===== src/core/dlp_pkg.sv =====
// package for the ddr low power control block: constants and carried types
package dlp_pkg;
  localparam int unsigned CLK_PERIOD_PS        = 4000;
  localparam int unsigned SR_EXIT_DLL_CYCLES   = 200;
  localparam int unsigned PD_ENTRY_DELAY_TCK   = 1;
  localparam int unsigned PD_EXIT_DELAY_TCK    = 1;
  localparam int unsigned REFRESH_PERIOD_MS    = 64;
  localparam int unsigned REFRESH_ROWS         = 4096;
  localparam int unsigned REFRESH_PERIOD_CYC   =
    (REFRESH_PERIOD_MS * 1000 * 1000) / (CLK_PERIOD_PS / 1000);
  localparam int unsigned SR_REFRESH_INTERVAL  = REFRESH_PERIOD_CYC / REFRESH_ROWS;
  localparam int unsigned CNT_W                = 16;
  localparam int unsigned ROW_W                = 12;
  localparam logic [ROW_W-1:0] ROW_RST         = 12'h000;
  localparam logic [CNT_W-1:0] CNT_RST         = 16'h0000;

  typedef enum logic [1:0] {
    DLP_ACTIVE,
    DLP_SELF_REFRESH,
    DLP_POWER_DOWN
  } dlp_mode_t;

  typedef struct packed {
    logic cs_n;
    logic ras_n;
    logic cas_n;
    logic we_n;
  } dlp_cmd_t;

  typedef struct packed {
    logic            cke_q;
    dlp_mode_t       mode;
    logic [CNT_W-1:0] exit_cnt;
    logic [CNT_W-1:0] ref_cnt;
    logic [ROW_W-1:0] ref_row;
    logic            int_clk_en;
    logic            cmd_enable;
    logic            auto_ref_pulse;
    logic            self_ref_pulse;
    logic            ready;
    logic            sr_flag;
    logic            pd_flag;
  } dlp_state_t;
endpackage


===== src/core/dlp_ctrl.sv =====
// self refresh and power down control of a four bank ddr sdram
`timescale 1ns/10ps
module dlp_ctrl #(
  parameter int unsigned SR_EXIT_CYCLES = dlp_pkg::SR_EXIT_DLL_CYCLES,
  parameter int unsigned SR_REF_CYCLES  = dlp_pkg::SR_REFRESH_INTERVAL
) (
  // clock and reset
  input  wire logic                     sys_clk,
  input  wire logic                     nrst,
  // command pins from the memory controller
  input  wire logic                     cke_pin,
  input  wire dlp_pkg::dlp_cmd_t        cmd_pin,
  // status toward the core array
  output logic                          in_self_refresh,
  output logic                          in_power_down,
  output logic                          int_clk_en,
  output logic                          cmd_decode_en,
  output logic                          auto_refresh_pulse,
  output logic                          self_refresh_pulse,
  output logic [dlp_pkg::ROW_W-1:0]     refresh_row,
  output logic                          cmd_ready
);
  // counters are CNT_W wide, so loads beyond that cannot be served
  if (SR_EXIT_CYCLES < 1 || SR_EXIT_CYCLES >= (1 << dlp_pkg::CNT_W)) begin : g_bad_exit
    $error("SR_EXIT_CYCLES out of range");
  end
  if (SR_REF_CYCLES < 1 || SR_REF_CYCLES >= (1 << dlp_pkg::CNT_W)) begin : g_bad_ref
    $error("SR_REF_CYCLES out of range");
  end

  localparam logic [dlp_pkg::CNT_W-1:0] SR_EXIT_LD = dlp_pkg::CNT_W'(SR_EXIT_CYCLES);
  localparam logic [dlp_pkg::CNT_W-1:0] SR_REF_LD  = dlp_pkg::CNT_W'(SR_REF_CYCLES);
  localparam logic [dlp_pkg::CNT_W-1:0] PD_EXIT_LD =
    dlp_pkg::CNT_W'(dlp_pkg::PD_EXIT_DELAY_TCK);
  localparam logic [dlp_pkg::CNT_W-1:0] CNT_ONE    = dlp_pkg::CNT_W'(1);

  // pins come from off chip, so two stages before any decode
  dlp_pkg::dlp_cmd_t cmd_s1_ff;
  dlp_pkg::dlp_cmd_t cmd_s2_ff;
  logic              cke_s1_ff;
  logic              cke_s2_ff;

  always_ff @(posedge sys_clk) begin
    if (!nrst) begin
      cmd_s1_ff <= '1;
      cmd_s2_ff <= '1;
      // idle high level, so release of reset shows no false cke fall
      cke_s1_ff <= 1'b1;
      cke_s2_ff <= 1'b1;
    end else begin
      cmd_s1_ff <= cmd_pin;
      cmd_s2_ff <= cmd_s1_ff;
      cke_s1_ff <= cke_pin;
      cke_s2_ff <= cke_s1_ff;
    end
  end

  // refresh pattern without cke; the cke level picks auto or self refresh
  function automatic logic is_refresh(input dlp_pkg::dlp_cmd_t c);
    return !c.cs_n && !c.ras_n && !c.cas_n && c.we_n;
  endfunction

  // all state but the pin synchronizer stages in one packed word, next value built by the process below
  dlp_pkg::dlp_state_t st_ff;
  dlp_pkg::dlp_state_t nxt_st;

  // row pointer step, shared by auto and internal refresh
  function automatic logic [dlp_pkg::ROW_W-1:0] row_next(
    input logic [dlp_pkg::ROW_W-1:0] r
  );
    return r + 1'b1;
  endfunction

  function automatic logic [dlp_pkg::CNT_W-1:0] cnt_dec(
    input logic [dlp_pkg::CNT_W-1:0] c
  );
    return c - 1'b1;
  endfunction

  // last cycle of a count; zero is taken as an end too, never a wrap
  function automatic logic cnt_last(input logic [dlp_pkg::CNT_W-1:0] c);
    return c <= CNT_ONE;
  endfunction

  // exit delay step: commands stay held off until the count runs out
  function automatic dlp_pkg::dlp_state_t exit_tick(input dlp_pkg::dlp_state_t s);
    dlp_pkg::dlp_state_t n;
    n          = s;
    n.exit_cnt = cnt_dec(s.exit_cnt);
    n.ready    = cnt_last(s.exit_cnt);
    return n;
  endfunction

  // self refresh: core clock gated, receivers off, internal timer started
  function automatic dlp_pkg::dlp_state_t go_self_refresh(input dlp_pkg::dlp_state_t s);
    dlp_pkg::dlp_state_t n;
    n            = s;
    n.mode       = dlp_pkg::DLP_SELF_REFRESH;
    n.sr_flag    = 1'b1;
    n.int_clk_en = 1'b0;
    n.cmd_enable = 1'b0;
    n.ready      = 1'b0;
    n.ref_cnt    = SR_REF_LD;
    return n;
  endfunction

  // power down keeps the core clock, only the command path goes quiet
  function automatic dlp_pkg::dlp_state_t go_power_down(input dlp_pkg::dlp_state_t s);
    dlp_pkg::dlp_state_t n;
    n            = s;
    n.mode       = dlp_pkg::DLP_POWER_DOWN;
    n.pd_flag    = 1'b1;
    n.cmd_enable = 1'b0;
    n.ready      = 1'b0;
    return n;
  endfunction

  // the exit count covers dll relock before commands are taken again
  function automatic dlp_pkg::dlp_state_t leave_self_refresh(input dlp_pkg::dlp_state_t s);
    dlp_pkg::dlp_state_t n;
    n            = s;
    n.mode       = dlp_pkg::DLP_ACTIVE;
    n.sr_flag    = 1'b0;
    n.int_clk_en = 1'b1;
    n.cmd_enable = 1'b1;
    n.exit_cnt   = SR_EXIT_LD;
    return n;
  endfunction

  function automatic dlp_pkg::dlp_state_t leave_power_down(input dlp_pkg::dlp_state_t s);
    dlp_pkg::dlp_state_t n;
    n            = s;
    n.mode       = dlp_pkg::DLP_ACTIVE;
    n.pd_flag    = 1'b0;
    n.cmd_enable = 1'b1;
    n.exit_cnt   = PD_EXIT_LD;
    return n;
  endfunction

  // one internal refresh per interval; power down has no such timer
  function automatic dlp_pkg::dlp_state_t self_refresh_tick(input dlp_pkg::dlp_state_t s);
    dlp_pkg::dlp_state_t n;
    n                = s;
    n.ref_cnt        = SR_REF_LD;
    n.self_ref_pulse = 1'b1;
    n.ref_row        = row_next(s.ref_row);
    return n;
  endfunction

  always_comb begin
    nxt_st                = st_ff;
    nxt_st.cke_q          = cke_s2_ff;
    nxt_st.auto_ref_pulse = 1'b0;
    nxt_st.self_ref_pulse = 1'b0;
    case (st_ff.mode)
      dlp_pkg::DLP_ACTIVE: begin
        if (st_ff.exit_cnt != dlp_pkg::CNT_RST) begin
          nxt_st = exit_tick(nxt_st);
        end
        // the refresh pattern with cke low wins over plain power down
        if (!cke_s2_ff && is_refresh(cmd_s2_ff)) begin
          nxt_st = go_self_refresh(nxt_st);
        end else if (!cke_s2_ff) begin
          nxt_st = go_power_down(nxt_st);
        end else if (st_ff.cke_q && st_ff.ready && is_refresh(cmd_s2_ff)) begin
          // cke high on both edges selects auto refresh over self refresh
          nxt_st.auto_ref_pulse = 1'b1;
          nxt_st.ref_row        = row_next(st_ff.ref_row);
        end
      end
      dlp_pkg::DLP_SELF_REFRESH: begin
        // command pins are not looked at here, only cke
        if (cke_s2_ff) begin
          nxt_st = leave_self_refresh(nxt_st);
        end else if (cnt_last(st_ff.ref_cnt)) begin
          nxt_st = self_refresh_tick(nxt_st);
        end else begin
          nxt_st.ref_cnt = cnt_dec(st_ff.ref_cnt);
        end
      end
      dlp_pkg::DLP_POWER_DOWN: begin
        if (cke_s2_ff) begin
          nxt_st = leave_power_down(nxt_st);
        end
      end
      default: begin
        nxt_st.mode    = dlp_pkg::DLP_ACTIVE;
        nxt_st.sr_flag = 1'b0;
        nxt_st.pd_flag = 1'b0;
      end
    endcase
  end

  always_ff @(posedge sys_clk) begin
    if (!nrst) begin
      st_ff.cke_q          <= 1'b1;
      st_ff.mode           <= dlp_pkg::DLP_ACTIVE;
      st_ff.exit_cnt       <= dlp_pkg::CNT_RST;
      st_ff.ref_cnt        <= dlp_pkg::CNT_RST;
      st_ff.ref_row        <= dlp_pkg::ROW_RST;
      st_ff.int_clk_en     <= 1'b1;
      st_ff.cmd_enable     <= 1'b1;
      st_ff.auto_ref_pulse <= 1'b0;
      st_ff.self_ref_pulse <= 1'b0;
      st_ff.ready          <= 1'b1;
      st_ff.sr_flag        <= 1'b0;
      st_ff.pd_flag        <= 1'b0;
    end else begin
      st_ff <= nxt_st;
    end
  end

  // outputs, each straight from the state register
  assign in_self_refresh    = st_ff.sr_flag;
  assign in_power_down      = st_ff.pd_flag;
  assign int_clk_en         = st_ff.int_clk_en;
  assign cmd_decode_en      = st_ff.cmd_enable;
  assign auto_refresh_pulse = st_ff.auto_ref_pulse;
  assign self_refresh_pulse = st_ff.self_ref_pulse;
  assign refresh_row        = st_ff.ref_row;
  assign cmd_ready          = st_ff.ready;
endmodule


===== config.mk =====
export PLATFORM = sky130hd
export DESIGN_NAME = dlp_ctrl
export DESIGN_NICKNAME = d
export VERILOG_FILES = /design/src/core/dlp_pkg.sv /design/src/core/dlp_ctrl.sv
export SDC_FILE = /design/constraint.sdc
export NUM_CORES = 1
export LEC_CHECK = 0
export BUFFER_PORTS_ARGS = -buffer_cell sky130_fd_sc_hd__buf_2
export CORE_MARGIN = 2
export CORE_UTILIZATION = 40
export CTS_BUF_LIST = sky130_fd_sc_hd__clkbuf_8
export DETAILED_ROUTE_END_ITERATION = 10
export PLACE_DENSITY_LB_ADDON = 0.3
export SLEW_MARGIN = 20
export SYNTH_ARGS = -nofsm -noshare
export SYNTH_HDL_FRONTEND = slang
export SYNTH_SLANG_ARGS = --single-unit

===== constraint.sdc =====
create_clock -name sys_clk -period 3.3 [get_ports sys_clk]
set_clock_uncertainty 0.2 [all_clocks]
set_input_delay 0.66 -clock sys_clk [delete_from_list [all_inputs] [get_ports sys_clk]]
set_output_delay 0.66 -clock sys_clk [all_outputs]
set_load 0.01 [all_outputs]

==> results of run 1 <==
-- routing by layer --
metal / global-route usage / wire length (µm) / vias to the layer above
met2: 0.270 / 3360 / 60
met3: 0.0360 / 321 / 10
met1: 0.244 / 3970 / 1418
li1: - / - / 1512
met5: 0 / 0 / -
met4: 0.0798 / 121 / 0
-- state kept, by name (all words and copies together), names as in the netlist --
name                count
cke_s1_ff               1
cmd_s2_ff               4
cmd_decode_en           1
in_power_down           1
in_self_refresh         1
cke_s2_ff               1
cmd_ready               1
int_clk_en              1
refresh_row            12
st_ff                  35
self_refresh_pulse      1
cmd_s1_ff               4
auto_refresh_pulse      1
-- cells in the mapped netlist (4+ instances only) --
library cell / number / area (µm²)
nor2_1: 42 / 158
nor3_1: 11 / 55.1
o31ai_1: 11 / 82.6
buf_4: 12 / 90.1
nand2b_1: 12 / 75.1
o21ai_0: 25 / 125
nand2_1: 30 / 113
and2_1: 4 / 25.0
o22ai_1: 6 / 37.5
nor4_1: 6 / 37.5
and3_1: 7 / 43.8
ha_1: 10 / 125
inv_1: 16 / 60.1
xnor2_1: 5 / 43.8
or3_1: 12 / 75.1
o211ai_1: 6 / 45.0
or4_1: 13 / 97.6
a21oi_1: 29 / 145
clkbuf_1: 11 / 41.3
nand4_1: 4 / 25.0
nand3_1: 8 / 40.0
dfxtp_1: 64 / 1280
-- area by class of cell --
| type | count | area [µm²] | share of cell area |
|---|---|---|---|
| clock buffers | 9 | 124 | 0.0327 |
| clock inverters | 7 | 125 | 0.0330 |
| inverters | 17 | 63.8 | 0.0168 |
| multi-input cells | 299 | 1860 | 0.492 |
| flip-flops and latches | 64 | 1280 | 0.338 |
| well taps | 105 | 131 | 0.0347 |
| repair buffers | 35 | 200 | 0.0529 |
-- kinds of logic after synthesis --
kind of cell / count (synthesis) / synth area share
AND/OR/NAND/NOR: 177 / 0.295
AO/OA/AOI/OAI: 103 / 0.193
flip-flops: 64 / 0.378
buffers and inverters: 46 / 0.0734
adder cells (fa/ha/maj): 10 / 0.0369
XOR/XNOR: 8 / 0.0207
multiplexers: 1 / 0.00295
-- power groups by stage --
stage	registers, mW	clock network [mW]	logic, mW
after floorplan	0.970	0	0.558
after global placement	0.992	0	0.719
after detailed placement	0.997	0	0.731
after CTS	0.980	0.876	0.738
after global routing	1.00	0.903	0.846
final	0.985	0.863	0.747
-- path summary, 6_finish.rpt --
kind / startpoint / endpoint / slack, ns / cells past startpoint
hold reg to reg: cmd_s1_ff[1] / cmd_s2_ff[1] / 0.21 / 1
hold / removal: cmd_s1_ff[1] / cmd_s2_ff[1] / 0.21 / 1
setup reg to reg: st_ff[30] / st_ff[24] / 0.66 / 5
setup / recovery: st_ff[30] / st_ff[24] / 0.66 / 5
==> results.md, run 1 <==
* Unrepaired setup endpoints after global routing: false
* Antenna diode count at 0
* Cell chain of the critical path: or4_1 > nor4_2 > nand2_1 > a31oi_1 > nor2_1
* Post-cts sizing count at 0
* Register area share after synthesis at 0.378
* Final setup TNS at 0 ns
* CTS tree: built
* CP bufs+invs at 0
* I/O pins at 26
* Avg Synthesized Cell Area at between 8 and 9 µm²
* Final worst-path setup slack at 0.659 ns
* Post-Place Setup Slack at 0.731 ns
* Internal power at approximately 1.7 mW
* Combinational Power Share at 0.288
* #FFs+latches synth at 64
* Pleak at about 1.5 nW
* Final Max Slew Viols at 0
* Initial antenna violation count at 0
* Final hold slack at between 0.2 and 0.25 ns
* Largest net degree at the start of global routing at 24
* Wire length per cell at roughly 15 µm
* VDD IR max at 0.000260 V
* Syn. warnings at 0
* Initial core utilization at 0.413
* DRC errors left at 0
* First-pass DRT Iterations at 4
* Design area at between 0.003 and 0.004 mm²
* Number of max-cap violations at 0
* Die W at roughly 96 µm
* Clock sink total at 64
* Vias post-DR at roughly 3,000
* Critical Path RT at about 3.3 ns
* # H-tree levels at 3
* Detailed placer's ending HPWL at between 5 and 6 mm
* Fin util at 0.461
* Hold-fix buffers at CTS at 0
* Post-synth EDFFs at 0
* Syn Nets at between 400 and 500
* Worst setup SP type: flip-flop
* Ratio of cells with drive above 1 in the final layout at 0.169
* Most common cell after layout, fill and taps aside: dfxtp_1
* Synthesized area at between 0.003 and 0.004 mm²
* Die Height at between 90 and 100 µm
* Slew of the pin with the lowest slew margin at between 0.7 and 0.8 ns
* Final ANT Viol Nets at 0
* Post-synth top flop: dfxtp_1
* Max Fclk at ~380 MHz
* First-pass GRT wire length at between 10 and 15 mm
* GRT overflow at 0
* Status: complete, no violations
* Layout net count at roughly 440
* Placed cell area at 0.00354 mm²
* Final setup vio count at 0
* PwrDens at around 700 mW/mm²
* Fin cells at ~540
* GRT Resource Usage Total at 0.178
* Cells after synthesis at 409
* P&R area growth vs syn at 11.7%
* Sequential Power Share at 0.380
* Crit Path Max Fanout at 8
* Worst endpoint data arrival time at around 2.7 ns
* Root Buffer: clkbuf_8
* CP delay by family, top: simple AND/OR/NAND/NOR gates
* Placed insts at 520
* Critical Path End Type: flip-flop
* Fill cells at 810
* Clock share of power at 0.332
* Crit-path slowest cell: or4_1
* Maximum root-to-sink buffer count at 2
* Worst min path class: reg2reg
* NetSw at 895 µW
* Core region area at about 0.008 mm²
* DR iter-0 viols at approximately 270
* Input/output buffers at 25
* Netlist cell types at 59
* Vias in the first global route at about 2,700
* Relative slew slack at 0.527
* Worst-Skew Late Latency at ~0.36 ns
* Post-CTS Setup Bufs at 0
* CTS Buf Count at 9
* Max stage delay on crit path at a little under 0.7 ns
* Commonest cells after routing, fill and taps aside: dfxtp_1 (64), nor2_1 (42), nand2_1 (30)
* Fin crit share at 0.800
* Final GP Congestion at 0.867
* Async set-reset flop share out of synthesis at 0
* Final Hold Viols at 0
* Final Total Pwr at around 2.6 mW
* Row count at 33
* Total wire length at ~8 mm
* Clk slew on worst S/H paths at 0.08 ns
* Via-to-Cell Ratio at approximately 5.6
* Min Tclk post-route at roughly 2.6 ns
* Full die area at between 0.009 and 0.01 mm²
* WS Path Type: reg2reg
* Switch share at 0.345
(Power assumes the default switching activity.)
==> inputs of run 2 (changes only) <==
- ABC_AREA: default -> 1
- clock period: 3.3 -> 2.3 ns (I/O delays scaled with it)
==> run 2 against run 1 <==
  * Fmax up 26%
  * Die area up 4.5%
  * Power up 120%
  * Critical path depth up 6
  * Sequential share of layout area down 1.6 points
  * Clock power up 25%
  * Worst hold slack worse by 0.11 ns
  * Sequential power up 58%
  * Final cell count up 25%
  * Design area up 5.0%
  * Via count up 9.5%
  * Wire length up 0.82%
  * Highest routed layer unchanged
==> results.md, run 2 <==
* Top Metal Used: met4
* Relative slew slack at 0.767
* Fin crit share at 0.913
* Max Fclk at 476 MHz
* Commonest cells in the netlist: nand2_1 (129), nor2_1 (71), inv_1 (67)
* Final setup TNS at 0 ns
* Avg Synthesized Cell Area at about 6.7 µm²
* Antenna diode count at 0
* Async set-reset flop share out of synthesis at 0
* Largest register FFs at 35
* Crit Path Max Fanout at 17
* WL met3 at 251 µm
* WS Path Type: reg2reg
* Initial core utilization at 0.409
* Synthesized area at about 0.0036 mm²
* Final GP Congestion at roughly 0.84
* Worst endpoint data arrival time at 2.17 ns
* Vias post-DR at 3,286
* Root Buffer: clkbuf_8
* Most common cell after layout, fill and taps aside: nand2_1
* P&R area growth vs syn at 11.9%
* RR Startpoint: st_ff[52]
* #FFs+latches synth at 64
* Flop-to-flop setup slack at around 0.2 ns
* GRT Resource Usage Total at 0.170
* Top cells by area, synth: dfxtp_1 (36%), nand2_1 (14%), nor2_1 (7.5%)
* Full die area at a little under 0.01 mm²
* Final setup vio count at 0
* Pleak at between 1.5 and 2 nW
* Die Height at about 98 µm
* Synth top area share at 0.361
* CTS tree: built
* DR WL met2 at between 3 and 4 mm
* Syn Nets at 549
* Wire length per cell at about 12 µm
* Detailed placer's ending HPWL at slightly below 6 mm
* Slew of the pin with the lowest slew margin at 0.348 ns
* Via-to-Cell Ratio at a little under 5
* Core region area at 0.00868 mm²
* I/O pins at 26
* DR iter-0 viols at around 110
* Worst setup SP type: flip-flop
* PwrDens at approximately 1400 mW/mm²
* First-pass DRT Iterations at 5
* CTS Buf Count at 9
* Final Hold Viols at 0
* Commonest cells after routing, fill and taps aside: nand2_1 (129), nor2_1 (71), inv_1 (68)
* Fin util at 0.458
* FF-to-FF End: st_ff[19]
* Register area share after synthesis at 0.361
* Clock sink total at 64
* Post-synth top flop: dfxtp_1
* Hold-fix buffers at CTS at 0
* Worst-Skew Late Latency at between 0.3 and 0.4 ns
* Hold Crit Depth at 2
* Hold Path Sink: cmd_s1_ff[1]
* Die W at around 98 µm
* Unrepaired setup endpoints after global routing: false
* Reg2Reg Depth at 11
* Critical Path End Type: flip-flop
* Wl on met1 at approximately 3.9 mm
* Row count at 34
* Worst min path class: in2reg
* Input/output buffers at 25
* Layout net count at 575
* Critical Path RT at 2.37 ns
* # H-tree levels at 3
* Syn. warnings at 0
* Post-CTS Setup Bufs at 0
* Vias in the first global route at slightly below 3,000
* Status: complete, no violations
* Final Max Slew Viols at 0
* Largest net degree at the start of global routing at 24
* Total wire length at ~8 mm
* Cell with the most instances after synthesis: nand2_1
* Netlist cell types at 34
* Initial antenna violation count at 0
* DRC errors left at 0
* Ratio of cells with drive above 1 in the final layout at 0.158
* Final ANT Viol Nets at 0
* Maximum root-to-sink buffer count at 2
* Worst hold start: cmd_pin[1]
* Yosys top cell by area: dfxtp_1
* Cells after synthesis at approximately 530
* Final hold slack at 0.102 ns
* First-pass GRT wire length at roughly 13 mm
* Biggest register: st_ff
* Clk slew on worst S/H paths at around 0.07 ns
* Number of max-cap violations at 0
* GRT overflow at 0
* Min Tclk post-route at roughly 2.1 ns
* Post-synth EDFFs at 0
* VDD IR max at around 0.00067 V
-- run 2: changes by cell type in the layout (fill, tap and decap cells not counted), sizes merged, moves of 12 or more --
cell / previous run / this run
nor2: 42 / 82
or4: 16 / 0
nand3: 8 / 40
nand2: 30 / 136
or3: 13 / 0
nand2b: 12 / 0
inv: 19 / 73
-- run 2: layout make-up --
| cell class | count | area, µm² |
|---|---|---|
| Tap cell | 108 | 135 |
| Inverter | 72 | 270 |
| Multi-Input combinational cell | 375 | 1860 |
| Fill cell | 908 | 4700 |
| Clock inverter | 4 | 68.8 |
| Sequential cell | 64 | 1280 |
| Clock buffer | 11 | 151 |
| Timing Repair Buffer | 36 | 208 |
-- run 2: critical path, stage by stage, from the launching register on --
cell	delay, ns
dfxtp_1	0.40
inv_1	0.09
ha_2	0.25
nor2_2	0.15
nor2_1	0.05
nand2_1	0.08
inv_2	0.07
nand2_4	0.19
inv_2	0.10
a21oi_2	0.24
inv_2	0.09
a21oi_1	0.11
-- run 2: worst max-delay path by stage --
stage	start	to	slack [ns]	cells after the start
floorplan	st_ff[52]	st_ff[44]	0.42	11
finish	st_ff[52]	st_ff[19]	0.20	11
global placement	st_ff[52]	st_ff[19]	0.16	10
detailed placement	st_ff[52]	st_ff[24]	0.12	10
global route	st_ff[52]	refresh_row[11]	0.01	12
CTS	st_ff[52]	st_ff[19]	0.11	10
-- run 2: cell families (layout without fill, tap and decap cells) --
logic type	Yosys count	in the layout	share of synthesized area
fa+ha+maj	10	10	0.0352
xor+xnor	6	6	0.0148
compound gates	72	72	0.117
buf+inv	93	123	0.117
flops	64	64	0.361
simple gates	287	287	0.355
-- run 2: through the flow --
| step | cell area (µm²) | cells | total power, mW | worst slack, ns |
|---|---|---|---|---|
| after floorplan | 3550 | 532 | 3.93 | 0.416 |
| after global placement | 3750 | 655 | 4.60 | 0.162 |
| after detailed placement | 3750 | 655 | 4.65 | 0.121 |
| after CTS | 3970 | 670 | 5.76 | 0.108 |
| after global routing | 3980 | 670 | 6.32 | 0.0139 |
| final | 3980 | 670 | 5.74 | 0.201 |
-- run 2: where the power goes --
group / switching [mW] / leakage, nW / total [mW] / internal [mW]
Sequential: 0.197 / 0.524 / 1.56 / 1.37
Combinational: 2.06 / 1.26 / 3.10 / 1.04
Clock: 0.423 / 0.117 / 1.08 / 0.658
Total: 2.68 / 1.90 / 5.74 / 3.06
-- run 2: metal layers --
layer / vias up / global-route usage
met2: 44 / 0.272
li1: 1735 / -
met4: 0 / 0.0569
met3: 13 / 0.0394
met1: 1494 / 0.226
met5: - / 0
-- run 2: timing repair --
item	CTS	global route
endpoints found under the setup margin	0	12
hold endpoints to repair	0	0
resized for setup	0	2
